==> src/include/dss_pkg.sv <==
/*
 Package for the distributed-sample descrambler sync block: timing counts,
 generator taps and seed, buffer and verify sizes, and the sync state encoding.
 Assumes a single bit clock; one received bit per enabled cycle.
*/
`default_nettype none
package dss_pkg;
   // ****************************************
   // Timing, generator taps and sizes
   // ****************************************
   localparam int SAMPLE_DELAY_BITS = 211;
   localparam int CELL_BITS_DEFAULT = 424;
   localparam int PRBS_WIDTH = 31;
   localparam logic [30:0] PRBS_TAPS_DEFAULT = 31'h48000000;
   localparam logic [30:0] PRBS_SEED = 31'h00000001;
   localparam logic [30:0] FF_TAPS_DEFAULT = 31'h00000009;
   localparam int FIFO_DEPTH_DEFAULT = 4;
   localparam int VERIFY_TARGET = 8;
   // ****************************************
   // Sync states
   // ****************************************
   typedef enum logic [1:0] {
      DSS_HUNT = 2'b00,
      DSS_VERIFY = 2'b01,
      DSS_LOCKED = 2'b11
   } dss_state_t;
endpackage
`default_nettype wire

==> src/dss_fifo.sv <==
/*
 Small synchronous FIFO with valid/ready on both sides.
 Assumes one clock and a synchronous active-low reset.
*/
`default_nettype none
module dss_fifo #(
   parameter int WIDTH = 1,
   parameter int DEPTH = 4
) (
   // Clock and reset
   input wire logic sys_clk,
   input wire logic rst_n,
   // Fill side
   input wire logic in_valid,
   output logic in_ready,
   input wire logic [WIDTH-1:0] in_data,
   // Drain side
   output logic out_valid,
   input wire logic out_ready,
   output logic [WIDTH-1:0] out_data
);
   localparam int AW = (DEPTH > 1) ? $clog2(DEPTH) : 1;
   logic [WIDTH-1:0] mem [DEPTH];
   logic [AW-1:0] wr_ptr;
   logic [AW-1:0] rd_ptr;
   logic [AW:0] count;
   logic push;
   logic pop;

   assign push = in_valid && in_ready;
   assign pop = out_valid && out_ready;

   always_ff @(posedge sys_clk) begin
      if (push) begin
         mem[wr_ptr] <= in_data;
      end
   end

   always_ff @(posedge sys_clk) begin
      if (!rst_n) begin
         wr_ptr <= '0;
         rd_ptr <= '0;
         count <= '0;
         in_ready <= 1'b1;
         out_valid <= 1'b0;
      end else begin
         if (push) begin
            wr_ptr <= (wr_ptr == AW'(DEPTH - 1)) ? '0 : wr_ptr + 1'b1;
         end
         if (pop) begin
            rd_ptr <= (rd_ptr == AW'(DEPTH - 1)) ? '0 : rd_ptr + 1'b1;
         end
         count <= count + (AW+1)'(push) - (AW+1)'(pop);
         in_ready <= (count + (AW+1)'(push) - (AW+1)'(pop)) < (AW+1)'(DEPTH);
         out_valid <= (count + (AW+1)'(push) - (AW+1)'(pop)) != '0;
      end
   end

   // Read data is combinational off the stored word; mem itself is registered
   assign out_data = mem[rd_ptr];

   a_fifo_no_overflow: assert property (@(posedge sys_clk) disable iff (!rst_n)
      count <= (AW+1)'(DEPTH)) else $error("fifo count above depth");
endmodule
`default_nettype wire

==> src/dss_sync.sv <==
/*
 Receiver-side acquisition of distributed-sample scrambler sync.
 Extracts the two conveyed samples per cell from the header check bits,
 delay-equalises them and drives a recursive descrambler.
 Assumes the cell delineator marks check bit eight with bit_at_header_check_bit_eight and
 that rx_valid strobes each received bit; inputs synchronous to sys_clk.
*/
`default_nettype none
module dss_sync #(
   parameter int CELL_BITS = dss_pkg::CELL_BITS_DEFAULT,
   parameter logic [30:0] FF_TAPS = dss_pkg::FF_TAPS_DEFAULT,
   parameter logic [30:0] PRBS_TAPS = dss_pkg::PRBS_TAPS_DEFAULT,
   parameter int FIFO_DEPTH = dss_pkg::FIFO_DEPTH_DEFAULT
) (
   // Clock and reset
   input wire logic sys_clk,
   input wire logic rst_n,
   // Received bit stream
   input wire logic rx_valid,
   input wire logic rx_bit,
   input wire logic bit_at_header_check_bit_eight,
   // Predicted header check bits from the header generator
   input wire logic predicted_check_bit,
   // Descrambled output stream
   output logic dsc_valid,
   input wire logic dsc_ready,
   output logic dsc_bit,
   // Status
   output logic sync_locked,
   output logic stall
);
   localparam int D = dss_pkg::SAMPLE_DELAY_BITS;
   localparam int CW = $clog2(CELL_BITS + 1);

   // ****************************************
   // Bit position within the cell
   // ****************************************
   logic [CW-1:0] pos;
   logic [CW-1:0] next_pos;
   logic fifo_in_ready;
   logic step;

   // Back-pressure from the output FIFO freezes the whole receive pipeline
   assign step = rx_valid && fifo_in_ready;
   assign next_pos = bit_at_header_check_bit_eight ? CW'(1) :
                     (pos == CW'(CELL_BITS - 1)) ? '0 : pos + 1'b1;

   always_ff @(posedge sys_clk) begin
      if (!rst_n) begin
         pos <= '0;
      end else if (step) begin
         pos <= next_pos;
      end
   end

   logic at_t;
   logic at_t1;
   logic at_t212;
   logic at_t213;
   assign at_t = step && bit_at_header_check_bit_eight;
   assign at_t1 = step && !bit_at_header_check_bit_eight && pos == CW'(1);
   assign at_t212 = step && pos == CW'(D + 1);
   // Reload point follows the cell length, one cell minus the storage delay
   assign at_t213 = step && pos == CW'(CELL_BITS - D);

   // ****************************************
   // Local PRBS generator
   // ****************************************
   logic [30:0] prbs;
   logic local_sample;
   assign local_sample = prbs[30];

   always_ff @(posedge sys_clk) begin
      if (!rst_n) begin
         prbs <= dss_pkg::PRBS_SEED;
      end else if (step) begin
         prbs <= {prbs[29:0], ^(prbs & PRBS_TAPS)};
      end
   end

   // ****************************************
   // Sample extraction and delay flops
   // ****************************************
   logic conveyed;
   logic upper_sample_flop;
   logic lower_sample_flop;
   logic first_sample_xor;
   logic second_sample_xor;

   assign conveyed = rx_bit ^ predicted_check_bit;
   assign first_sample_xor = conveyed ^ lower_sample_flop;
   assign second_sample_xor = upper_sample_flop ^ lower_sample_flop;

   always_ff @(posedge sys_clk) begin
      if (!rst_n) begin
         upper_sample_flop <= 1'b0;
         lower_sample_flop <= 1'b0;
      end else if (at_t1) begin
         upper_sample_flop <= conveyed;
         lower_sample_flop <= local_sample;
      end else if (at_t) begin
         upper_sample_flop <= conveyed;
      end else if (at_t213) begin
         lower_sample_flop <= local_sample;
      end
   end

   // ****************************************
   // Multiplexer into the recursive descrambler
   // ****************************************
   logic mux_valid;
   logic mux_bit;
   // Bit seven sample waits 211 bits so both enter at their source spacing
   assign mux_valid = at_t || at_t212;
   assign mux_bit = at_t ? first_sample_xor : second_sample_xor;

   // ****************************************
   // Recursive descrambler and verification
   // ****************************************
   logic [30:0] dsc;
   logic predicted_sample;
   logic predicted_hold;
   logic [3:0] match_count;
   dss_pkg::dss_state_t state;

   assign predicted_sample = ^(dsc & FF_TAPS);

   always_ff @(posedge sys_clk) begin
      if (!rst_n) begin
         dsc <= '0;
      end else if (mux_valid) begin
         dsc <= {dsc[29:0], mux_bit};
      end
   end

   // One-bit store lines the prediction up with the sample it checks
   always_ff @(posedge sys_clk) begin
      if (!rst_n) begin
         predicted_hold <= 1'b0;
      end else if (mux_valid) begin
         predicted_hold <= predicted_sample;
      end
   end

   logic verify_valid;
   logic verify_bit;
   always_ff @(posedge sys_clk) begin
      if (!rst_n) begin
         verify_valid <= 1'b0;
         verify_bit <= 1'b0;
      end else begin
         verify_valid <= mux_valid;
         verify_bit <= mux_bit;
      end
   end

   always_ff @(posedge sys_clk) begin
      if (!rst_n) begin
         state <= dss_pkg::DSS_HUNT;
         match_count <= '0;
      end else if (verify_valid) begin
         case (state)
            dss_pkg::DSS_HUNT: begin
               state <= dss_pkg::DSS_VERIFY;
               match_count <= '0;
            end
            dss_pkg::DSS_VERIFY: begin
               if (verify_bit != predicted_hold) begin
                  match_count <= '0;
               end else if (match_count == 4'(dss_pkg::VERIFY_TARGET - 1)) begin
                  state <= dss_pkg::DSS_LOCKED;
               end else begin
                  match_count <= match_count + 1'b1;
               end
            end
            dss_pkg::DSS_LOCKED: begin
               if (verify_bit != predicted_hold) begin
                  state <= dss_pkg::DSS_HUNT;
               end
            end
            default: state <= dss_pkg::DSS_HUNT;
         endcase
      end
   end

   always_ff @(posedge sys_clk) begin
      if (!rst_n) begin
         sync_locked <= 1'b0;
         stall <= 1'b0;
      end else begin
         sync_locked <= state == dss_pkg::DSS_LOCKED;
         stall <= rx_valid && !fifo_in_ready;
      end
   end

   // ****************************************
   // Output buffer
   // ****************************************
   logic fifo_out_valid;
   logic fifo_out_bit;
   dss_fifo #(.WIDTH(1), .DEPTH(FIFO_DEPTH)) u_fifo (
      .sys_clk(sys_clk),
      .rst_n(rst_n),
      .in_valid(step),
      .in_ready(fifo_in_ready),
      .in_data(rx_bit ^ local_sample),
      .out_valid(fifo_out_valid),
      .out_ready(dsc_ready || !dsc_valid),
      .out_data(fifo_out_bit)
   );

   always_ff @(posedge sys_clk) begin
      if (!rst_n) begin
         dsc_valid <= 1'b0;
         dsc_bit <= 1'b0;
      end else if (dsc_ready || !dsc_valid) begin
         dsc_valid <= fifo_out_valid;
         dsc_bit <= fifo_out_bit;
      end
   end

   // ****************************************
   // Checks
   // ****************************************
   a_upper_capture: assert property (@(posedge sys_clk) disable iff (!rst_n)
      at_t |=> upper_sample_flop == $past(conveyed)) else $error("upper flop missed bit eight");
   a_seven_capture: assert property (@(posedge sys_clk) disable iff (!rst_n)
      at_t1 |=> upper_sample_flop == $past(conveyed) && lower_sample_flop == $past(local_sample))
      else $error("bit seven capture wrong");
   a_mux_first: assert property (@(posedge sys_clk) disable iff (!rst_n)
      at_t |-> mux_valid && mux_bit == (conveyed ^ lower_sample_flop)) else $error("first sample route wrong");
   a_mux_second: assert property (@(posedge sys_clk) disable iff (!rst_n)
      at_t212 && !at_t |-> mux_bit == (upper_sample_flop ^ lower_sample_flop)) else $error("second route wrong");
   a_lower_reload: assert property (@(posedge sys_clk) disable iff (!rst_n)
      at_t213 && !at_t && !at_t1 |=> lower_sample_flop == $past(local_sample)) else $error("lower reload missed");
   a_extract_xor: assert property (@(posedge sys_clk) disable iff (!rst_n)
      at_t1 |=> upper_sample_flop == $past(rx_bit ^ predicted_check_bit)) else $error("extraction wrong");
   a_verify_delay: assert property (@(posedge sys_clk) disable iff (!rst_n)
      mux_valid |=> verify_valid && verify_bit == $past(mux_bit)) else $error("verify not equalised");
   a_dsc_shift: assert property (@(posedge sys_clk) disable iff (!rst_n)
      mux_valid |=> dsc[0] == $past(mux_bit)) else $error("descrambler did not take sample");
   c_first: cover property (@(posedge sys_clk) at_t);
   c_second: cover property (@(posedge sys_clk) at_t212);
   c_locked: cover property (@(posedge sys_clk) sync_locked);
   c_stall: cover property (@(posedge sys_clk) stall);
endmodule
`default_nettype wire

==> config.mk <==
export PLATFORM = sky130hd
export DESIGN_NAME = dss_sync
export DESIGN_NICKNAME = d
export VERILOG_FILES = /design/src/include/dss_pkg.sv /design/src/dss_fifo.sv /design/src/dss_sync.sv
export SDC_FILE = /design/constraint.sdc
export NUM_CORES = 1
export LEC_CHECK = 0
export ABC_AREA = 1
export BUFFER_PORTS_ARGS = -buffer_cell sky130_fd_sc_hd__buf_2
export CORE_MARGIN = 3
export CORE_UTILIZATION = 55
export CTS_BUF_LIST = sky130_fd_sc_hd__clkbuf_16
export CTS_CLUSTER_DIAMETER = 40
export DETAILED_ROUTE_END_ITERATION = 12
export PLACE_DENSITY = 0.74
export RECOVER_POWER = 100
export SLEW_MARGIN = 20
export SYNTH_ARGS = -nofsm -noshare
export SYNTH_HDL_FRONTEND = slang
export SYNTH_SLANG_ARGS = --single-unit
==> constraint.sdc <==
create_clock -name sys_clk -period 1.8 [get_ports sys_clk]
set_input_delay 0.18 -clock sys_clk [delete_from_list [all_inputs] [get_ports sys_clk]]
set_output_delay 0.18 -clock sys_clk [all_outputs]
set_load 0.01 [all_outputs]
# [Yosys cells after proc, flatten, opt, wreduce, memory -nomap -nowiden]
# Memory sizes are Yosys's and may differ from the RTL's. A register that Yosys moved wholly into a read port is not among the register bits.
# Cells that the tools add are included.
[totals] register_bits=67 ram_bits=4 out_inout_bits=4 wordCells=89 memories=1
[mem_list] memory="u_fifo.mem" words=4 word_bits=1 read_ports=1 rd_ports_with_merged_regs=1 wr=1 line_no="dss_fifo.sv:23" rtl="logic [WIDTH-1:0] mem [DEPTH];"
[classes] addsub=6 order_cmp=1 n_eq_ne=15 muxes=19 bitwise=4 n_reduce_logical=25
[op_table] cell="$reduce_xor 31->1" n=2
[op_table] cell="$eq 9x8->1 const B" n=2
[op_table] cell="$mux 9" n=2
[op_table] cell="$mux 2" n=5
[op_table] cell="$add 9x1->9 const B" n=1
[op_table] cell="$eq 9x1->1 const B" n=1
[op_table] cell="$eq 9x9->1 const B" n=1
[op_table] cell="$logic_and 1x1->1" n=9
[op_table] cell="$mux 1" n=8
[op_table] cell="$mux 4" n=2
[op_table] cell="$pmux 4 s2" n=1
[op_table] cell="$eq 2x2->1 const B" n=3
[op_table] cell="$ne 2x2->1 const B" n=3
[op_table] cell="$pmux 2 s3" n=1
[op_table] cell="$reduce_bool 2->1" n=3
[op_table] cell="$add 2x1->2 const B" n=2
[op_table] cell="$add 4x1->4 const B" n=1
[op_table] cell="$eq 4x3->1 const B" n=1
[op_table] cell="$logic_not 1->1" n=4
[op_table] cell="$reduce_and 4->1" n=1
[op_table] cell="$xor 1x1->1" n=4
[op_table] cell="$add 3x1->3" n=1
[op_table] cell="$lt 3x3->1 const B" n=1
[op_table] cell="$ne 3x3->1 const B" n=1
[op_table] cell="other kinds (9)" n=10

# [Longest topological paths before layout]
[logic_depth] ltp_word=5 ltp_mapped=12 ltp_nobuf=12

# [Cells and area by module]
# Synthesis repeated with hierarchy kept, for this count alone.
[unflattened] cells_unflattened=463 hier_area_um2=3365.7
[by_module_without_submodules] mod="dss_sync" n_inst=1 cells_each=387 area_per_inst_um2=2693.8 seq_area_each_um2=1181.1
[by_module_without_submodules] mod="dss_fifo" n_inst=1 cells_each=76 area_per_inst_um2=671.9 seq_area_each_um2=340.3

# [Worst setup path before layout]
# OpenSTA, ideal clock, no wires.
[synth_path] kind="register -> register" from="register dsc_valid" to="register u_fifo.out_valid" arrival_time_ns=1.837 slack_ns=-0.147 stages_incl_launch_ff=13 path_buffers=0 period_less_slack_ns=1.947 cell_sequence="dfxtp_1 inv_1 nor2_1 nor2_1 ha_1 inv_1 ha_1 inv_1 fa_1 xnor2_1 nand3b_1 nand2_1 inv_1"
[synth_between] elab_chain_cells=5
[synth_rtl] item="from (decl)" line_no="dss_sync.sv:25" rtl="output logic dsc_valid,"
[synth_rtl] item="from (signal assigned)" line_no="dss_sync.sv:217" rtl="dsc_valid <= fifo_out_valid;"
[synth_rtl] item="$logic_not 1->1" line_no="dss_sync.sv:208" rtl=".out_ready(dsc_ready || !dsc_valid),"
[synth_rtl] item="$logic_or 1x1->1" line_no="dss_sync.sv:208"
[synth_rtl] item="$logic_and 1x1->1" line_no="dss_fifo.sv:31" rtl="assign pop = out_valid && out_ready;"
[synth_rtl] item="named net u_fifo.pop" line_no="dss_fifo.sv:28" rtl="logic pop;"
[synth_rtl] item="$sub 3x1->3" line_no="dss_fifo.sv:55" rtl="out_valid <= (count + (AW+1)'(push) - (AW+1)'(pop)) != '0;"
[synth_rtl] item="$reduce_bool 3->1" line_no="dss_fifo.sv:55"
[synth_rtl] item="to (signal assigned)" line_no="dss_fifo.sv:45" rtl="out_valid <= 1'b0;"
[synth_rtl] item="to (signal assigned)" line_no="dss_fifo.sv:55"
[synth_rtl] item="to (decl)" line_no="dss_fifo.sv:18" rtl="output logic out_valid,"
# The timed path passes the listed nets, and every way through them passes these cells.
# A chain may end at the register's enable or synchronous reset.

# [Final worst setup path]
# Ends and elaborated chain as after synthesis.

==> results.cfg <==
[drt]
dr_total_vias = 2718
viasPerCell = 4.996
drtAntennaViolNets = 0
drc = 0
drt-pass1-iter-count = 4
drt_iter0_markers = 133
detail_route.wl_per_cell_um = 11.20
drt-total-wl_um = 6092

[worst_setup_path]
start_kind = register
worst_r2r_endpoint = u_fifo.out_valid$_SDFF_PN0_
endpoint_kind = register
ff2ff_path_depth = 12
cp_max_fo = 2
cp.arrival_ns = 2.04
r2r-start = dsc_valid$_SDFFE_PN0N_
critPathCapture = u_fifo.out_valid$_SDFF_PN0_
reg2reg_setup_slack_ns = -0.01
crit_start = dsc_valid$_SDFFE_PN0N_
cp_data_required_time_ns = 2.03
crit_type = register to register

[synth]
ys_warn_count = 0
synth.cell_area_um2 = 3303
seq_area_frac_synth_pct = 44.85
syn_avg_cell_area_um2 = 7.292
yosysUniqueCellTypes = 31
postSynthCellCount = 453
syn_nets = 472
ys_ff_latch = 72

[global_route]
grt_pass1_wl_um = 11140
grt_max_degree = 54
grt_usage_pct = 19.17
grt.overflow.total = 0
antenna_found_initial = 0
grt_pass1_vias = 2655

[sta]
clock_skew_ns = 0.005938
drv_slew = 0
worstMarginPinSlew_ns = 0.5253
setup_slack_ns = -0.01291
period_share_pct = 100.7
tns_ns = -0.01291
rsz0062_at_grt = true
max_freq_ghz = 0.5516
fin_crit_ns = 1.813
relSlewSlack_pct = 64.76
finalHoldViolations = 0
setup_viol_count_final = 1

[power]
max-vdd-ir-drop_mv = 0.7843
leakage_nw = 1.657
comb_power_share_pct = 22.4
pwr-share-seq_pct = 38.5
p_switching_w = 0.001544
p_per_area_nw_per_um2 = 1388
p_clk_share_pct = 39.1
p_int_w = 0.003763
swShare_pct = 29.10

[status]
violations = setup timing
outcome = finished, violations left

[die]
dieArea_um2 = 6971
core_um2 = 5642
initial_utilization_pct = 58.55
io_pins = 11
die_x_um = 83.50
rows = 27
chipHeight_um = 83.50

[hold_path]
hold_class = input port to register

[job]
maxCapViolCount = 0

[place]
gp_congestion = 0.8481
io_buffers = 10
dp_hpwl_um = 3911

[finish]
finalNetCount = 486
num_antenna_cells = 0
area_delta_synth_final_pct = 15.76
drive_above_1_share_pct = 13.56
fin_util_pct = 67.78

[clocking]
clk_latency_ns = 0.33
cts_buffers = 9
clk_pin_slew_ns = 0.06
cts-root-buf = clkbuf_16
cts_tree = built
cts_num_sinks = 72
cts.path.max_buffers = 2
htree_num_levels = 3
## critical path: stages (launching register included)
cell,delay (ns)
dfxtp_2,0.33
inv_2,0.04
nor2_4,0.13
nor2_4,0.05
ha_4,0.21
inv_2,0.06
ha_4,0.11
inv_2,0.03
fa_2,0.36
xnor2_2,0.18
nand3b_1,0.10
nand2_1,0.07
inv_1,0.04
## how the worst min path moves through the flow
stage / start / to / slack [ns] / cells past startpoint
after global routing: rx_valid / stall$_SDFF_PN0_ / 0.11 / 3
after floorplan: rx_valid / stall$_SDFF_PN0_ / 0.29 / 2
final: rx_valid / stall$_SDFF_PN0_ / 0.09 / 3
after global placement: rx_valid / stall$_SDFF_PN0_ / 0.43 / 3
after CTS: rx_valid / stall$_SDFF_PN0_ / 0.09 / 3
after detailed placement: rx_valid / stall$_SDFF_PN0_ / 0.44 / 3
## power groups by stage
stage               registers [W]  logic, W  clock network, W
finish                    0.00204   0.00119           0.00208
CTS                       0.00204   0.00109           0.00211
global route              0.00208   0.00140           0.00217
floorplan                 0.00205  0.000837                 0
global placement          0.00206   0.00101                 0
detailed placement        0.00207   0.00104                 0
## per-layer routing
metal  vias up  GRT usage [%]  part of all wire (%)
met5         -              0                     0
li1       1448              -                     -
met3         9          5.035                   3.8
met4         0          9.211                   1.8
met1      1212          23.34                    47
met2        49          31.49                    47
## cells in the mapped netlist
library cell	n	area, µm²
inv_1	53	198.9
a211oi_1	1	7.510
buf_4	4	30.03
or2_2	1	6.260
nor3_1	2	10.01
nand2_4	1	11.26
nor2_1	113	424.2
nand3b_1	1	7.510
clkinv_1	1	3.750
clkbuf_1	8	30.03
xnor2_1	3	26.28
buf_2	2	10.01
nor2_2	1	6.260
nand4_2	1	12.51
buf_6	1	11.26
edfxtp_1	4	120.1
nand4_1	3	18.77
ha_1	11	137.6
fa_1	1	20.02
nand3_1	23	115.1
dfxtp_1	68	1361
o21bai_1	1	7.510
buf_1	1	3.750
xor2_1	4	35.03
nand2_2	9	56.30
o21ai_0	44	220.2
nand3_2	2	20.02
nor2_4	4	45.04
inv_2	3	11.26
a21oi_1	22	110.1
nand2_1	60	225.2
## cells by family after synthesis
logic type                 synth area share (%)
DFF                                       44.85
AOI/OAI and AO/OA                         10.45
and+or+nand+nor                           29.02
buffers and inverters                     9.053
xor gates and xnor gates                  1.856
adders and majority gates                 4.773
## through the flow
stage                     hold WS [ns]  setup WS, ns  power, W  cells  cell area, µm²
final                          0.09456      -0.01291  0.005307    544            3824
after global routing            0.1050       -0.1201  0.005651    544            3824
after CTS                      0.08566      -0.02947  0.005246    541            3775
after detailed placement        0.4361      -0.08874  0.003117    524            3410
after global placement          0.4335      -0.01646  0.003066    524            3410
after floorplan                 0.2938      -0.02375  0.002886    453            3317
## repair_timing
item                                    4_1_cts  5_1_grt
endpoints found under the hold margin         0        0
pin swaps                                     3        5
gates resized for setup                       1        6
endpoints found under the setup margin        2        3
buffers inserted                              1        3
hold buffers                                  0        0
## cells in the final DEF (no fill, tap or decap), drive strengths merged
cell / Yosys / final
a211oi: 1 / 1
a21oi: 22 / 22
buf: 8 / 16
bufinv: 0 / 3
clkbuf: 8 / 12
clkinv: 1 / 1
dfxtp: 68 / 68
edfxtp: 4 / 4
fa: 1 / 1
ha: 11 / 11
inv: 56 / 60
nand2: 70 / 70
nand3: 25 / 25
nand3b: 1 / 1
nand4: 4 / 4
nor2: 118 / 118
nor3: 2 / 2
o21ai: 44 / 44
o21bai: 1 / 1
or2: 1 / 1
xnor2: 3 / 3
xor2: 4 / 4
## sequential cells by signal, summed over array words and instances (netlist names), 2 cells and up
register / count
prbs: 31
pos: 9
dsc: 4
match_count: 4
u_fifo.mem: 4
u_fifo.count: 3
state: 2
u_fifo.rd_ptr: 2
u_fifo.wr_ptr: 2
## cell type report
cell class / instances / area [µm²]
Fill cell: 461 / 1818
Timing Repair Buffer: 19 / 113.9
Tap cell: 72 / 90.09
Clock buffer: 9 / 225.2
Multi-Input combinational cell: 308 / 1573
Clock inverter: 7 / 125.1
Sequential cell: 72 / 1483
Inverter: 57 / 214.0
(Power assumes the default switching activity.)
